File: src/hdl/gpd_pkg.sv
// constants, register map and carrier types shared by the two-port gpio block
// assumes a 32-bit classic wishbone master and peripheral enables from outside
package gpd_pkg;

   ////////////////////////////////////////////////////////////////////////////////
   // widths
   localparam int unsigned WIDE_W = 8;
   localparam int unsigned NARROW_W = 6;
   localparam int unsigned IDX_W = 6;
   localparam int unsigned DAT_W = 32;

   ////////////////////////////////////////////////////////////////////////////////
   // register indices; byte address is four times the index
   localparam logic [IDX_W-1:0] IDX_WIDE_DATA = 6'h03;
   localparam logic [IDX_W-1:0] IDX_NARROW_DATA = 6'h08;
   localparam logic [IDX_W-1:0] IDX_WIDE_DIR = 6'h0A;
   localparam logic [IDX_W-1:0] IDX_WIDE_PUE = 6'h0B;
   localparam logic [IDX_W-1:0] IDX_NARROW_DIR = 6'h0C;
   localparam logic [IDX_W-1:0] IDX_OWNER = 6'h0D;
   localparam logic [IDX_W-1:0] IDX_PINS = 6'h0E;
   // index field position inside the byte address
   localparam int unsigned ADR_IDX_LSB = 2;

   ////////////////////////////////////////////////////////////////////////////////
   // reset values
   localparam logic [WIDE_W-1:0] WIDE_DIR_RST = 8'h00;
   localparam logic [WIDE_W-1:0] WIDE_PUE_RST = 8'h00;
   localparam logic [NARROW_W-1:0] NARROW_DIR_RST = 6'h00;

   ////////////////////////////////////////////////////////////////////////////////
   // pin positions of the shared functions
   localparam int unsigned WIDE_SS_BIT = 0;
   localparam int unsigned WIDE_MISO_BIT = 1;
   localparam int unsigned WIDE_MOSI_BIT = 2;
   localparam int unsigned WIDE_SCK_BIT = 3;
   localparam int unsigned WIDE_TIMA_LSB = 4;
   localparam int unsigned WIDE_TIMB_LSB = 6;
   localparam int unsigned NARROW_TXD_BIT = 0;
   localparam int unsigned NARROW_RXD_BIT = 1;
   // owner register: wide port ownership in the low byte, narrow port above it
   localparam int unsigned OWNER_NARROW_LSB = 8;

   ////////////////////////////////////////////////////////////////////////////////
   // carriers
   typedef struct packed {
      logic cyc;
      logic stb;
      logic we;
      logic [31:0] adr;
      logic [3:0] sel;
      logic [DAT_W-1:0] dat;
   } gpd_wb_req_s;

   typedef struct packed {
      logic spi_enable_bit;
      logic spi_master_select_bit;
      logic sck_out;
      logic sck_oe;
      logic mosi_out;
      logic mosi_oe;
      logic miso_out;
      logic miso_oe;
   } gpd_spi_s;

   typedef struct packed {
      logic edge_level_select_hi;
      logic edge_level_select_lo;
      logic out;
      logic oe;
   } gpd_tim_ch_s;

   typedef struct packed {
      logic serial_if_enable_bit;
      logic txd;
   } gpd_sci_s;

endpackage : gpd_pkg

File: src/hdl/gpd_pin_cell.sv
// one port pin: output/enable selection, pullup gating and the read mux
// assumes ownership and peripheral drive are computed by the caller
`timescale 1ns/1ps
`default_nettype none
module gpd_pin_cell (
   input wire logic sys_clk,
   input wire logic resetn,
   input wire logic latch,
   input wire logic dir,
   input wire logic pue,
   input wire logic owned,
   input wire logic per_out,
   input wire logic per_oe,
   input wire logic pin_in,
   output logic pad_out,
   output logic pad_oe,
   output logic pull_en,
   output logic read_bit
);
   logic next_oe;
   logic next_out;
   logic next_pull;

   // an owned pin ignores its direction bit for drive
   assign next_oe = owned ? per_oe : dir;
   assign next_out = owned ? per_out : latch;
   // pullup only on a non-driven input; dropped the moment it drives
   assign next_pull = pue & ~dir & ~next_oe;
   // direction still picks latch or pin for reads, even when owned
   assign read_bit = dir ? latch : pin_in;

   always_ff @(posedge sys_clk) begin
      if (!resetn) begin
         pad_out <= 1'b0;
         pad_oe <= 1'b0;
         pull_en <= 1'b0;
      end else begin
         pad_out <= next_out;
         pad_oe <= next_oe;
         pull_en <= next_pull;
      end
   end
endmodule : gpd_pin_cell
`default_nettype wire

File: src/hdl/gpd_ports.sv
// two gpio ports (8-bit wide port, 6-bit narrow port) with peripheral pin sharing
// assumes peripheral enables and drives arrive synchronous to sys_clk
//
// What this block does
// - wide port has eight read/write data latches that reset leaves untouched.
// - wide direction bit 1 drives the pin, 0 makes it input; reset clears all.
// - wide data read gives latch where direction is 1, pin level where 0.
// - data writes always update latches; input pins still read the pin.
// - wide pullup on only when its enable is 1 and direction is 0.
// - wide bits 6,7 go to timer b channels when their edge/level select is nonzero.
// - wide bits 4,5 go to timer a channels when their edge/level select is nonzero.
// - wide bit 3 carries spi clock while spi is enabled, else gpio.
// - wide bits 2,1 carry spi mosi and miso while spi is enabled, else gpio.
// - wide bit 0 is slave-select input unless spi is off or master.
// - with spi enabled, the other port's direction bit 0 never touches slave-select.
// - spi-owned wide pins ignore direction for drive but keep it for reads.
// - narrow port has six data latches that reset leaves untouched.
// - narrow bit 1 is serial receive input while serial interface is enabled.
// - narrow bit 0 is serial transmit output while serial interface is enabled.
// - serial-owned narrow pins ignore direction for drive, keep it for reads.
// - narrow direction 1 is output, 0 input; reset clears all six bits.
// - narrow data read gives latch where direction is 1, pin level where 0.
`timescale 1ns/1ps
`default_nettype none
module gpd_ports (
   input wire logic sys_clk,
   input wire logic resetn,
   input wire gpd_pkg::gpd_wb_req_s wb_req,
   output logic wb_ack,
   output logic [gpd_pkg::DAT_W-1:0] wb_dat,
   input wire gpd_pkg::gpd_spi_s spi,
   input wire gpd_pkg::gpd_tim_ch_s [1:0] timer_a,
   input wire gpd_pkg::gpd_tim_ch_s [1:0] timer_b,
   input wire gpd_pkg::gpd_sci_s async_serial_interface,
   input wire logic [gpd_pkg::WIDE_W-1:0] wide_pin_in,
   output logic [gpd_pkg::WIDE_W-1:0] wide_pin_out,
   output logic [gpd_pkg::WIDE_W-1:0] wide_pin_oe,
   output logic [gpd_pkg::WIDE_W-1:0] wide_pullup_on,
   input wire logic [gpd_pkg::NARROW_W-1:0] narrow_pin_in,
   output logic [gpd_pkg::NARROW_W-1:0] narrow_pin_out,
   output logic [gpd_pkg::NARROW_W-1:0] narrow_pin_oe,
   output logic [gpd_pkg::WIDE_W-1:0] wide_pin_level,
   output logic [gpd_pkg::NARROW_W-1:0] narrow_pin_level
);
   import gpd_pkg::*;

   ////////////////////////////////////////////////////////////////////////////////
   // registers and bus wires
   logic [WIDE_W-1:0] wide_port_data;
   logic [WIDE_W-1:0] wide_port_direction;
   logic [WIDE_W-1:0] wide_port_pullup_enable;
   logic [NARROW_W-1:0] narrow_port_data;
   logic [NARROW_W-1:0] narrow_port_direction;

   logic [IDX_W-1:0] adr_idx;
   logic wr_fire;
   logic [7:0] wr_byte;
   logic [DAT_W-1:0] rd_word;
   logic adr_clean;

   logic hit_wide_data;
   logic hit_narrow_data;
   logic hit_wide_dir;
   logic hit_wide_pue;
   logic hit_narrow_dir;
   logic hit_owner;
   logic hit_pins;

   ////////////////////////////////////////////////////////////////////////////////
   // pin ownership and peripheral drive
   logic [WIDE_W-1:0] wide_owned;
   logic [WIDE_W-1:0] wide_per_out;
   logic [WIDE_W-1:0] wide_per_oe;
   logic [WIDE_W-1:0] wide_read;
   logic [NARROW_W-1:0] narrow_owned;
   logic [NARROW_W-1:0] narrow_per_out;
   logic [NARROW_W-1:0] narrow_per_oe;
   logic [NARROW_W-1:0] narrow_read;

   logic spi_on;
   logic ss_owned;
   logic [1:0] tima_on;
   logic [1:0] timb_on;
   logic sci_on;

   ////////////////////////////////////////////////////////////////////////////////
   // bus front end
   gpd_wb_slave gpd_wb_slave_inst (
      .sys_clk(sys_clk),
      .resetn(resetn),
      .wb_req(wb_req),
      .rd_word(rd_word),
      .adr_idx(adr_idx),
      .wr_fire(wr_fire),
      .wr_byte(wr_byte),
      .wb_ack(wb_ack),
      .wb_dat(wb_dat)
   );

   // anything outside the small window, or not word aligned, is unmapped:
   // acked with zero read data and writes dropped
   assign adr_clean = (wb_req.adr[31:8] == 24'h00_0000) && (wb_req.adr[1:0] == 2'b00);

   assign hit_wide_data = adr_clean && (adr_idx == IDX_WIDE_DATA);
   assign hit_narrow_data = adr_clean && (adr_idx == IDX_NARROW_DATA);
   assign hit_wide_dir = adr_clean && (adr_idx == IDX_WIDE_DIR);
   assign hit_wide_pue = adr_clean && (adr_idx == IDX_WIDE_PUE);
   assign hit_narrow_dir = adr_clean && (adr_idx == IDX_NARROW_DIR);
   assign hit_owner = adr_clean && (adr_idx == IDX_OWNER);
   assign hit_pins = adr_clean && (adr_idx == IDX_PINS);

   ////////////////////////////////////////////////////////////////////////////////
   // read mux; only the addressed byte or field is non-zero
   always_comb begin
      rd_word = 32'h0000_0000;
      if (hit_wide_data) begin
         rd_word[WIDE_W-1:0] = wide_read;
      end
      if (hit_narrow_data) begin
         rd_word[NARROW_W-1:0] = narrow_read;
      end
      if (hit_wide_dir) begin
         rd_word[WIDE_W-1:0] = wide_port_direction;
      end
      if (hit_wide_pue) begin
         rd_word[WIDE_W-1:0] = wide_port_pullup_enable;
      end
      if (hit_narrow_dir) begin
         rd_word[NARROW_W-1:0] = narrow_port_direction;
      end
      if (hit_owner) begin
         rd_word[WIDE_W-1:0] = wide_owned;
         rd_word[OWNER_NARROW_LSB +: NARROW_W] = narrow_owned;
      end
      if (hit_pins) begin
         rd_word[WIDE_W-1:0] = wide_pin_in;
         rd_word[OWNER_NARROW_LSB +: NARROW_W] = narrow_pin_in;
      end
   end

   ////////////////////////////////////////////////////////////////////////////////
   // data latches carry no reset so a warm reset keeps the output pattern;
   // the cost is an unknown latch after power-up until software writes it
   always_ff @(posedge sys_clk) begin
      if (wr_fire && hit_wide_data) begin
         wide_port_data <= wr_byte;
      end
      if (wr_fire && hit_narrow_data) begin
         narrow_port_data <= wr_byte[NARROW_W-1:0];
      end
   end

   // direction and pullup registers
   always_ff @(posedge sys_clk) begin
      if (!resetn) begin
         wide_port_direction <= WIDE_DIR_RST;
         wide_port_pullup_enable <= WIDE_PUE_RST;
         narrow_port_direction <= NARROW_DIR_RST;
      end else begin
         if (wr_fire && hit_wide_dir) begin
            wide_port_direction <= wr_byte;
         end
         if (wr_fire && hit_wide_pue) begin
            wide_port_pullup_enable <= wr_byte;
         end
         if (wr_fire && hit_narrow_dir) begin
            narrow_port_direction <= wr_byte[NARROW_W-1:0];
         end
      end
   end

   ////////////////////////////////////////////////////////////////////////////////
   // wide port sharing
   assign spi_on = spi.spi_enable_bit;
   // slave-select is spi input only in slave mode; its direction comes from
   // the spi state alone, never from any other port's direction bit
   assign ss_owned = spi_on & ~spi.spi_master_select_bit;

   // a timer channel takes its pin whenever its edge/level field is non-zero
   assign tima_on[0] = timer_a[0].edge_level_select_hi | timer_a[0].edge_level_select_lo;
   assign tima_on[1] = timer_a[1].edge_level_select_hi | timer_a[1].edge_level_select_lo;
   assign timb_on[0] = timer_b[0].edge_level_select_hi | timer_b[0].edge_level_select_lo;
   assign timb_on[1] = timer_b[1].edge_level_select_hi | timer_b[1].edge_level_select_lo;

   always_comb begin
      wide_owned = '0;
      wide_per_out = '0;
      wide_per_oe = '0;
      // slave-select is a pure input while owned
      wide_owned[WIDE_SS_BIT] = ss_owned;
      wide_owned[WIDE_MISO_BIT] = spi_on;
      wide_per_out[WIDE_MISO_BIT] = spi.miso_out;
      wide_per_oe[WIDE_MISO_BIT] = spi.miso_oe;
      wide_owned[WIDE_MOSI_BIT] = spi_on;
      wide_per_out[WIDE_MOSI_BIT] = spi.mosi_out;
      wide_per_oe[WIDE_MOSI_BIT] = spi.mosi_oe;
      wide_owned[WIDE_SCK_BIT] = spi_on;
      wide_per_out[WIDE_SCK_BIT] = spi.sck_out;
      wide_per_oe[WIDE_SCK_BIT] = spi.sck_oe;
      for (int i = 0; i < 2; i++) begin
         wide_owned[WIDE_TIMA_LSB + i] = tima_on[i];
         wide_per_out[WIDE_TIMA_LSB + i] = timer_a[i].out;
         wide_per_oe[WIDE_TIMA_LSB + i] = timer_a[i].oe;
         wide_owned[WIDE_TIMB_LSB + i] = timb_on[i];
         wide_per_out[WIDE_TIMB_LSB + i] = timer_b[i].out;
         wide_per_oe[WIDE_TIMB_LSB + i] = timer_b[i].oe;
      end
   end

   ////////////////////////////////////////////////////////////////////////////////
   // narrow port sharing
   assign sci_on = async_serial_interface.serial_if_enable_bit;

   always_comb begin
      narrow_owned = '0;
      narrow_per_out = '0;
      narrow_per_oe = '0;
      narrow_owned[NARROW_TXD_BIT] = sci_on;
      narrow_per_out[NARROW_TXD_BIT] = async_serial_interface.txd;
      narrow_per_oe[NARROW_TXD_BIT] = 1'b1;
      // receive pin is never driven while the serial interface owns it
      narrow_owned[NARROW_RXD_BIT] = sci_on;
   end

   ////////////////////////////////////////////////////////////////////////////////
   // pin cells; the glitch-free turn-on relies on software loading the latch
   // before setting the direction bit, since drive follows the latch directly
   genvar g;
   generate
      for (g = 0; g < WIDE_W; g++) begin : g_wide
         gpd_pin_cell gpd_pin_cell_inst (
            .sys_clk(sys_clk),
            .resetn(resetn),
            .latch(wide_port_data[g]),
            .dir(wide_port_direction[g]),
            .pue(wide_port_pullup_enable[g]),
            .owned(wide_owned[g]),
            .per_out(wide_per_out[g]),
            .per_oe(wide_per_oe[g]),
            .pin_in(wide_pin_in[g]),
            .pad_out(wide_pin_out[g]),
            .pad_oe(wide_pin_oe[g]),
            .pull_en(wide_pullup_on[g]),
            .read_bit(wide_read[g])
         );
      end
      // the narrow port has no pullups; its cells see the enable tied low
      for (g = 0; g < NARROW_W; g++) begin : g_narrow
         gpd_pin_cell gpd_pin_cell_inst (
            .sys_clk(sys_clk),
            .resetn(resetn),
            .latch(narrow_port_data[g]),
            .dir(narrow_port_direction[g]),
            .pue(1'b0),
            .owned(narrow_owned[g]),
            .per_out(narrow_per_out[g]),
            .per_oe(narrow_per_oe[g]),
            .pin_in(narrow_pin_in[g]),
            .pad_out(narrow_pin_out[g]),
            .pad_oe(narrow_pin_oe[g]),
            .pull_en(),
            .read_bit(narrow_read[g])
         );
      end
   endgenerate

   ////////////////////////////////////////////////////////////////////////////////
   // registered pin levels towards the peripherals (capture, spi, receive);
   // one cycle of delay, traded for flop-driven outputs
   always_ff @(posedge sys_clk) begin
      if (!resetn) begin
         wide_pin_level <= 8'h00;
         narrow_pin_level <= 6'h00;
      end else begin
         wide_pin_level <= wide_pin_in;
         narrow_pin_level <= narrow_pin_in;
      end
   end

endmodule : gpd_ports
`default_nettype wire

File: src/hdl/gpd_wb_slave.sv
// classic wishbone slave front end: address decode, ack and registered read data
// assumes the master holds its request until it samples ack
`timescale 1ns/1ps
`default_nettype none
module gpd_wb_slave (
   input wire logic sys_clk,
   input wire logic resetn,
   input wire gpd_pkg::gpd_wb_req_s wb_req,
   input wire logic [gpd_pkg::DAT_W-1:0] rd_word,
   output logic [gpd_pkg::IDX_W-1:0] adr_idx,
   output logic wr_fire,
   output logic [7:0] wr_byte,
   output logic wb_ack,
   output logic [gpd_pkg::DAT_W-1:0] wb_dat
);
   import gpd_pkg::*;

   logic req_live;
   logic next_ack;

   assign adr_idx = wb_req.adr[ADR_IDX_LSB +: IDX_W];
   assign req_live = wb_req.cyc & wb_req.stb;
   // ack one cycle after the request, low again the cycle after
   assign next_ack = req_live & ~wb_ack;
   // write lands on the edge where the master sees ack; only lane 0 carries data
   assign wr_fire = req_live & wb_req.we & wb_ack & wb_req.sel[0];
   assign wr_byte = wb_req.dat[7:0];

   always_ff @(posedge sys_clk) begin
      if (!resetn) begin
         wb_ack <= 1'b0;
         wb_dat <= 32'h0000_0000;
      end else begin
         wb_ack <= next_ack;
         if (next_ack && !wb_req.we) begin
            wb_dat <= rd_word;
         end
      end
   end
endmodule : gpd_wb_slave
`default_nettype wire

File: config.mk
export PLATFORM = sky130hd
export DESIGN_NAME = gpd_ports
export DESIGN_NICKNAME = d
export VERILOG_FILES = /design/src/hdl/gpd_pkg.sv /design/src/hdl/gpd_pin_cell.sv /design/src/hdl/gpd_ports.sv /design/src/hdl/gpd_wb_slave.sv
export SDC_FILE = /design/constraint.sdc
export NUM_CORES = 1
export LEC_CHECK = 0
export BUFFER_PORTS_ARGS = -buffer_cell sky130_fd_sc_hd__buf_2
export CORE_ASPECT_RATIO = 1.4
export CORE_MARGIN = 2
export CORE_UTILIZATION = 43
export CTS_BUF_LIST = sky130_fd_sc_hd__clkbuf_16
export DETAILED_ROUTE_END_ITERATION = 10
export MAX_ROUTING_LAYER = met4
export PLACE_DENSITY_LB_ADDON = 0.12
export REMOVE_ABC_BUFFERS = 1
export SLEW_MARGIN = 20
export SYNTH_ARGS = -nofsm -noshare
export SYNTH_HDL_FRONTEND = slang
export SYNTH_SLANG_ARGS = --single-unit
File: constraint.sdc
create_clock -name sys_clk -period 2 [get_ports sys_clk]
set_clock_uncertainty 0.05 [all_clocks]
set_input_delay 0 -clock sys_clk [delete_from_list [all_inputs] [get_ports sys_clk]]
set_output_delay 0 -clock sys_clk [all_outputs]
set_load 0.02 [all_outputs]
==> impl_metrics.csv <==
group,metric,value,unit
synthesis,yosysSeqAreaShare,0.4725,
job,cap_viol_max_count,0,
place,hpwl,9211,um
cells_and_area,finalNetCount,761,
global_route,grt_pass1_wl,20080,um
clock_network,cts_tree,"done",
synthesis,synth.area.top_cells,"dfxtp_1 (38%), edfxtp_1 (9.2%), buf_4 (8.9%), mux2i_1 (7.4%), nor2_1 (4.1%)",
timing,grt_setup_unrepaired,"false",
pwr,p_leak,2.630,nW
critical_path,start_kind,"flop",
floorplanning,die_area,0.01149,sq mm
global_route,grt_max_degree,52,
synthesis,yosysTopAreaCellShare,0.3806,
cells_and_area,diodes,0,
clock_network,cts.clk_slew.worst_paths,0.07,ns
timing,hold_viol_final,0,
timing,fin_crit,1.937,ns
drt,totalWireLength,12820,um
timing,setup_tns,0,ns
cells_and_area,drive_above_1_share,0.3124,
timing,max_freq,516.4,MHz
cells_and_area,syn_to_final_growth,32.73,%
clock_network,root_buffer,"clkbuf_16",
drt,dr.pass1.iters,4,
drt,routedWlPerCell,16.20,um
critical_path,endpoint_kind,"flop",
synthesis,synth_top_area_cell,"dfxtp_1",
floorplanning,die_width,91.18,um
floorplanning,rows,44,
synthesis,synth_compound_area_frac,0.1050,
synthesis,synth_top_family_by_area,"simple AND/OR/NAND/NOR gates",
timing,min_period_over_period,0.9683,
critical_path,reg2reg_depth,5,
floorplanning,die_h,126.1,um
pwr,power_density,697.1,mW/mm^2
critical_path,r2r_slack,0.06,ns
global_route,antenna_found_initial,0,
synthesis,ys_warn_count,0,
timing,slew_viol_final,0,
cells_and_area,final_cell_mix,"buf_2 (150), dfxtp_1 (87), dlygate4sd3_1 (53)",
critical_path,crit_path_start,"gpd_wb_slave_inst.wb_ack",
global_route,grt_pass1_vias,3895,
clock_network,cts_buffers,9,
min_path,hold_depth,3,
cells_and_area,final_util,0.5868,
synthesis,synth.area.mux_share,0.08176,
critical_path,cp.arrival,1.95,ns
synthesis,ys_ff_latch,101,
floorplanning,core_area,0.01035,sq mm
critical_path,path_class,"flop to flop",
min_path,min_from,"timer_b[3]",
global_route,grt-ovfl-total,0,
critical_path,crit_chain,"nand3_1, or2_2, or3_1, nor2_1, buf_4",
synthesis,yosys.area_share.adder,0,
synthesis,synth_edf_count,14,
drt,remaining_drc_errors,0,
critical_path,worstPathRequired,2.01,ns
synthesis,ys_async_sr_fraction,0,
floorplanning,start_util,0.4421,
drt,viasPerCell,5.032,
timing,setup_violations,0,
floorplanning,io_pins,196,
synthesis,syn_area,0.004576,sq mm
critical_path,slowest_stage,"dfxtp_1",
critical_path,worstPathMaxFanout,5,
drt,first_iter_violations,171,
place,io_buffers,150,
global_route,grtUsageTotal,0.2295,
clock_network,cts_buffer_depth,2,
critical_path,crit-reg2reg-capture,"wide_port_data[5]",
clock_network,clk_latency,0.34,ns
min_path,hp-class,"input port to flop",
clock_network,numClockSinks,101,
drt,final_antenna_net_count,0,
cells_and_area,fill_cells,950,
synthesis,yosys.area_share.xor_xnor,0,
synthesis,synth_cell_types,55,
clock_network,h-tree-depth,3,
critical_path,r2r_start,"gpd_wb_slave_inst.wb_ack",
cells_and_area,layout_commonest_cell,"buf_2",
synthesis,synth-simple-area-share,0.2313,
synthesis,syn_inst,466,
pwr,peakVddDrop,0.0003896,V
synthesis,synthFlopType,"dfxtp_1",
timing,max-slew-margin-rel,0.6149,
synthesis,synth.avg_cell_area,9.819,sq um
place,place.gp.congestion,0.9508,
status,status,"finished, final reports clean",
min_path,hold_end,"g_wide[6].gpd_pin_cell_inst.pull_en",
drt,vias,3980,
timing,worst_pin_slew,0.5776,ns
critical_path,max_stage_delay,0.40,ns
==> state kept, by name (all words and copies together) (netlist names) <==
signal                              count
wide_port_pullup_enable                 8
narrow_port_direction                   6
g_narrow.gpd_pin_cell_inst.pad_oe       6
wide_port_data                          8
gpd_wb_slave_inst.wb_ack                1
g_wide.gpd_pin_cell_inst.pad_out        8
wide_pin_level                          8
wide_port_direction                     8
g_wide.gpd_pin_cell_inst.pad_oe         8
narrow_pin_level                        6
gpd_wb_slave_inst.wb_dat               14
g_narrow.gpd_pin_cell_inst.pad_out      6
narrow_port_data                        6
g_wide.gpd_pin_cell_inst.pull_en        8
==> through the flow <==
| step | power, mW | std cells | area [sq um] | hold WS (ns) | setup slack, ns |
|---|---|---|---|---|---|
| after detailed placement | 2.565 | 722 | 5265 | 0.1552 | 0.07601 |
| after global routing | 4.393 | 791 | 6073 | 0.05579 | 0.001651 |
| after global placement | 2.559 | 722 | 5265 | 0.1476 | 0.1165 |
| final | 4.234 | 791 | 6073 | 0.04428 | 0.06333 |
| after CTS | 4.258 | 791 | 6071 | 0.04209 | 0.06287 |
| after floorplan | 2.342 | 410 | 4161 | 0.02580 | -0.05445 |
==> critical path: cells and delay by family, from the launching register on <==
| kind | cells | cell delay [ns] |
|---|---|---|
| buffers and inverters | 1 | 0.18 |
| flip-flops | 1 | 0.40 |
| AND/OR/NAND/NOR | 4 | 1.02 |
==> cell type report <==
type                            count  area [sq um]  share of cell area
Inverter                            5         18.77            0.003090
Multi-Input combinational cell    304          1983              0.3265
Sequential cell                   101          2162              0.3560
Timing Repair Buffer              227          1461              0.2406
Clock buffer                       10         250.2             0.04120
Tap cell                          138         172.7             0.02843
Clock inverter                      6         25.02            0.004120
==> cell usage after synthesis (all sizes together), types with 3 or more instances <==
cell	count
o22ai	4
clkbuf	17
nor3b	4
mux2	3
and3	3
and2	21
nand2	31
a21oi	23
nor2	50
mux2i	34
dfxtp	87
buf	56
edfxtp	14
nand3	17
a211oi	4
nor2b	4
inv	4
and4b	4
nand2b	7
a2bb2oi	3
o21ai	17
nor3	11
nor4	10
==> where the power goes <==
group | total [mW] | internal [mW] | switching (mW) | leakage [nW]
registers | 2.11 | 2.10 | 0.0108 | 0.836
clock network | 1.63 | 0.899 | 0.729 | 0.136
logic | 0.500 | 0.219 | 0.281 | 1.66
total | 4.23 | 3.21 | 1.02 | 2.63
==> logic make-up (layout without fill, tap and decap cells) <==
logic type / count (synthesis) / in the layout
and+or+nand+nor: 175 / 175
DFF: 101 / 101
buffers and inverters: 78 / 248
AOI/OAI and AO/OA: 74 / 74
muxes: 37 / 37
other: 1 / 18
==> worst max-delay path by stage <==
stage	endpoint	slack, ns	cells past startpoint
floorplan	wide_port_data[0]	-0.05	4
global placement	wide_port_data[4]	0.12	5
detailed placement	narrow_port_data[4]	0.08	5
CTS	narrow_port_data[4]	0.06	5
global route	wide_port_data[4]	0.002	5
finish	wide_port_data[5]	0.06	5
==> routing by layer <==
layer  GRT usage  vias to the layer above  share of wire
met5           -                        -              0
met4     0.07398                        0          0.018
met3     0.04366                       19          0.061
met2      0.3878                      155           0.51
met1      0.2757                     1875           0.41
li1            -                     1931              -
==> what timing repair did <==
item / in CTS / in global routing
buffers inserted: 0 / 0
setup endpoints to repair: 0 / 6
hold buffers: 53 / 0
gates resized for setup: 0 / 1
hold endpoints to repair: 82 / 0
No activity file was read; power rests on OpenSTA's default activity.
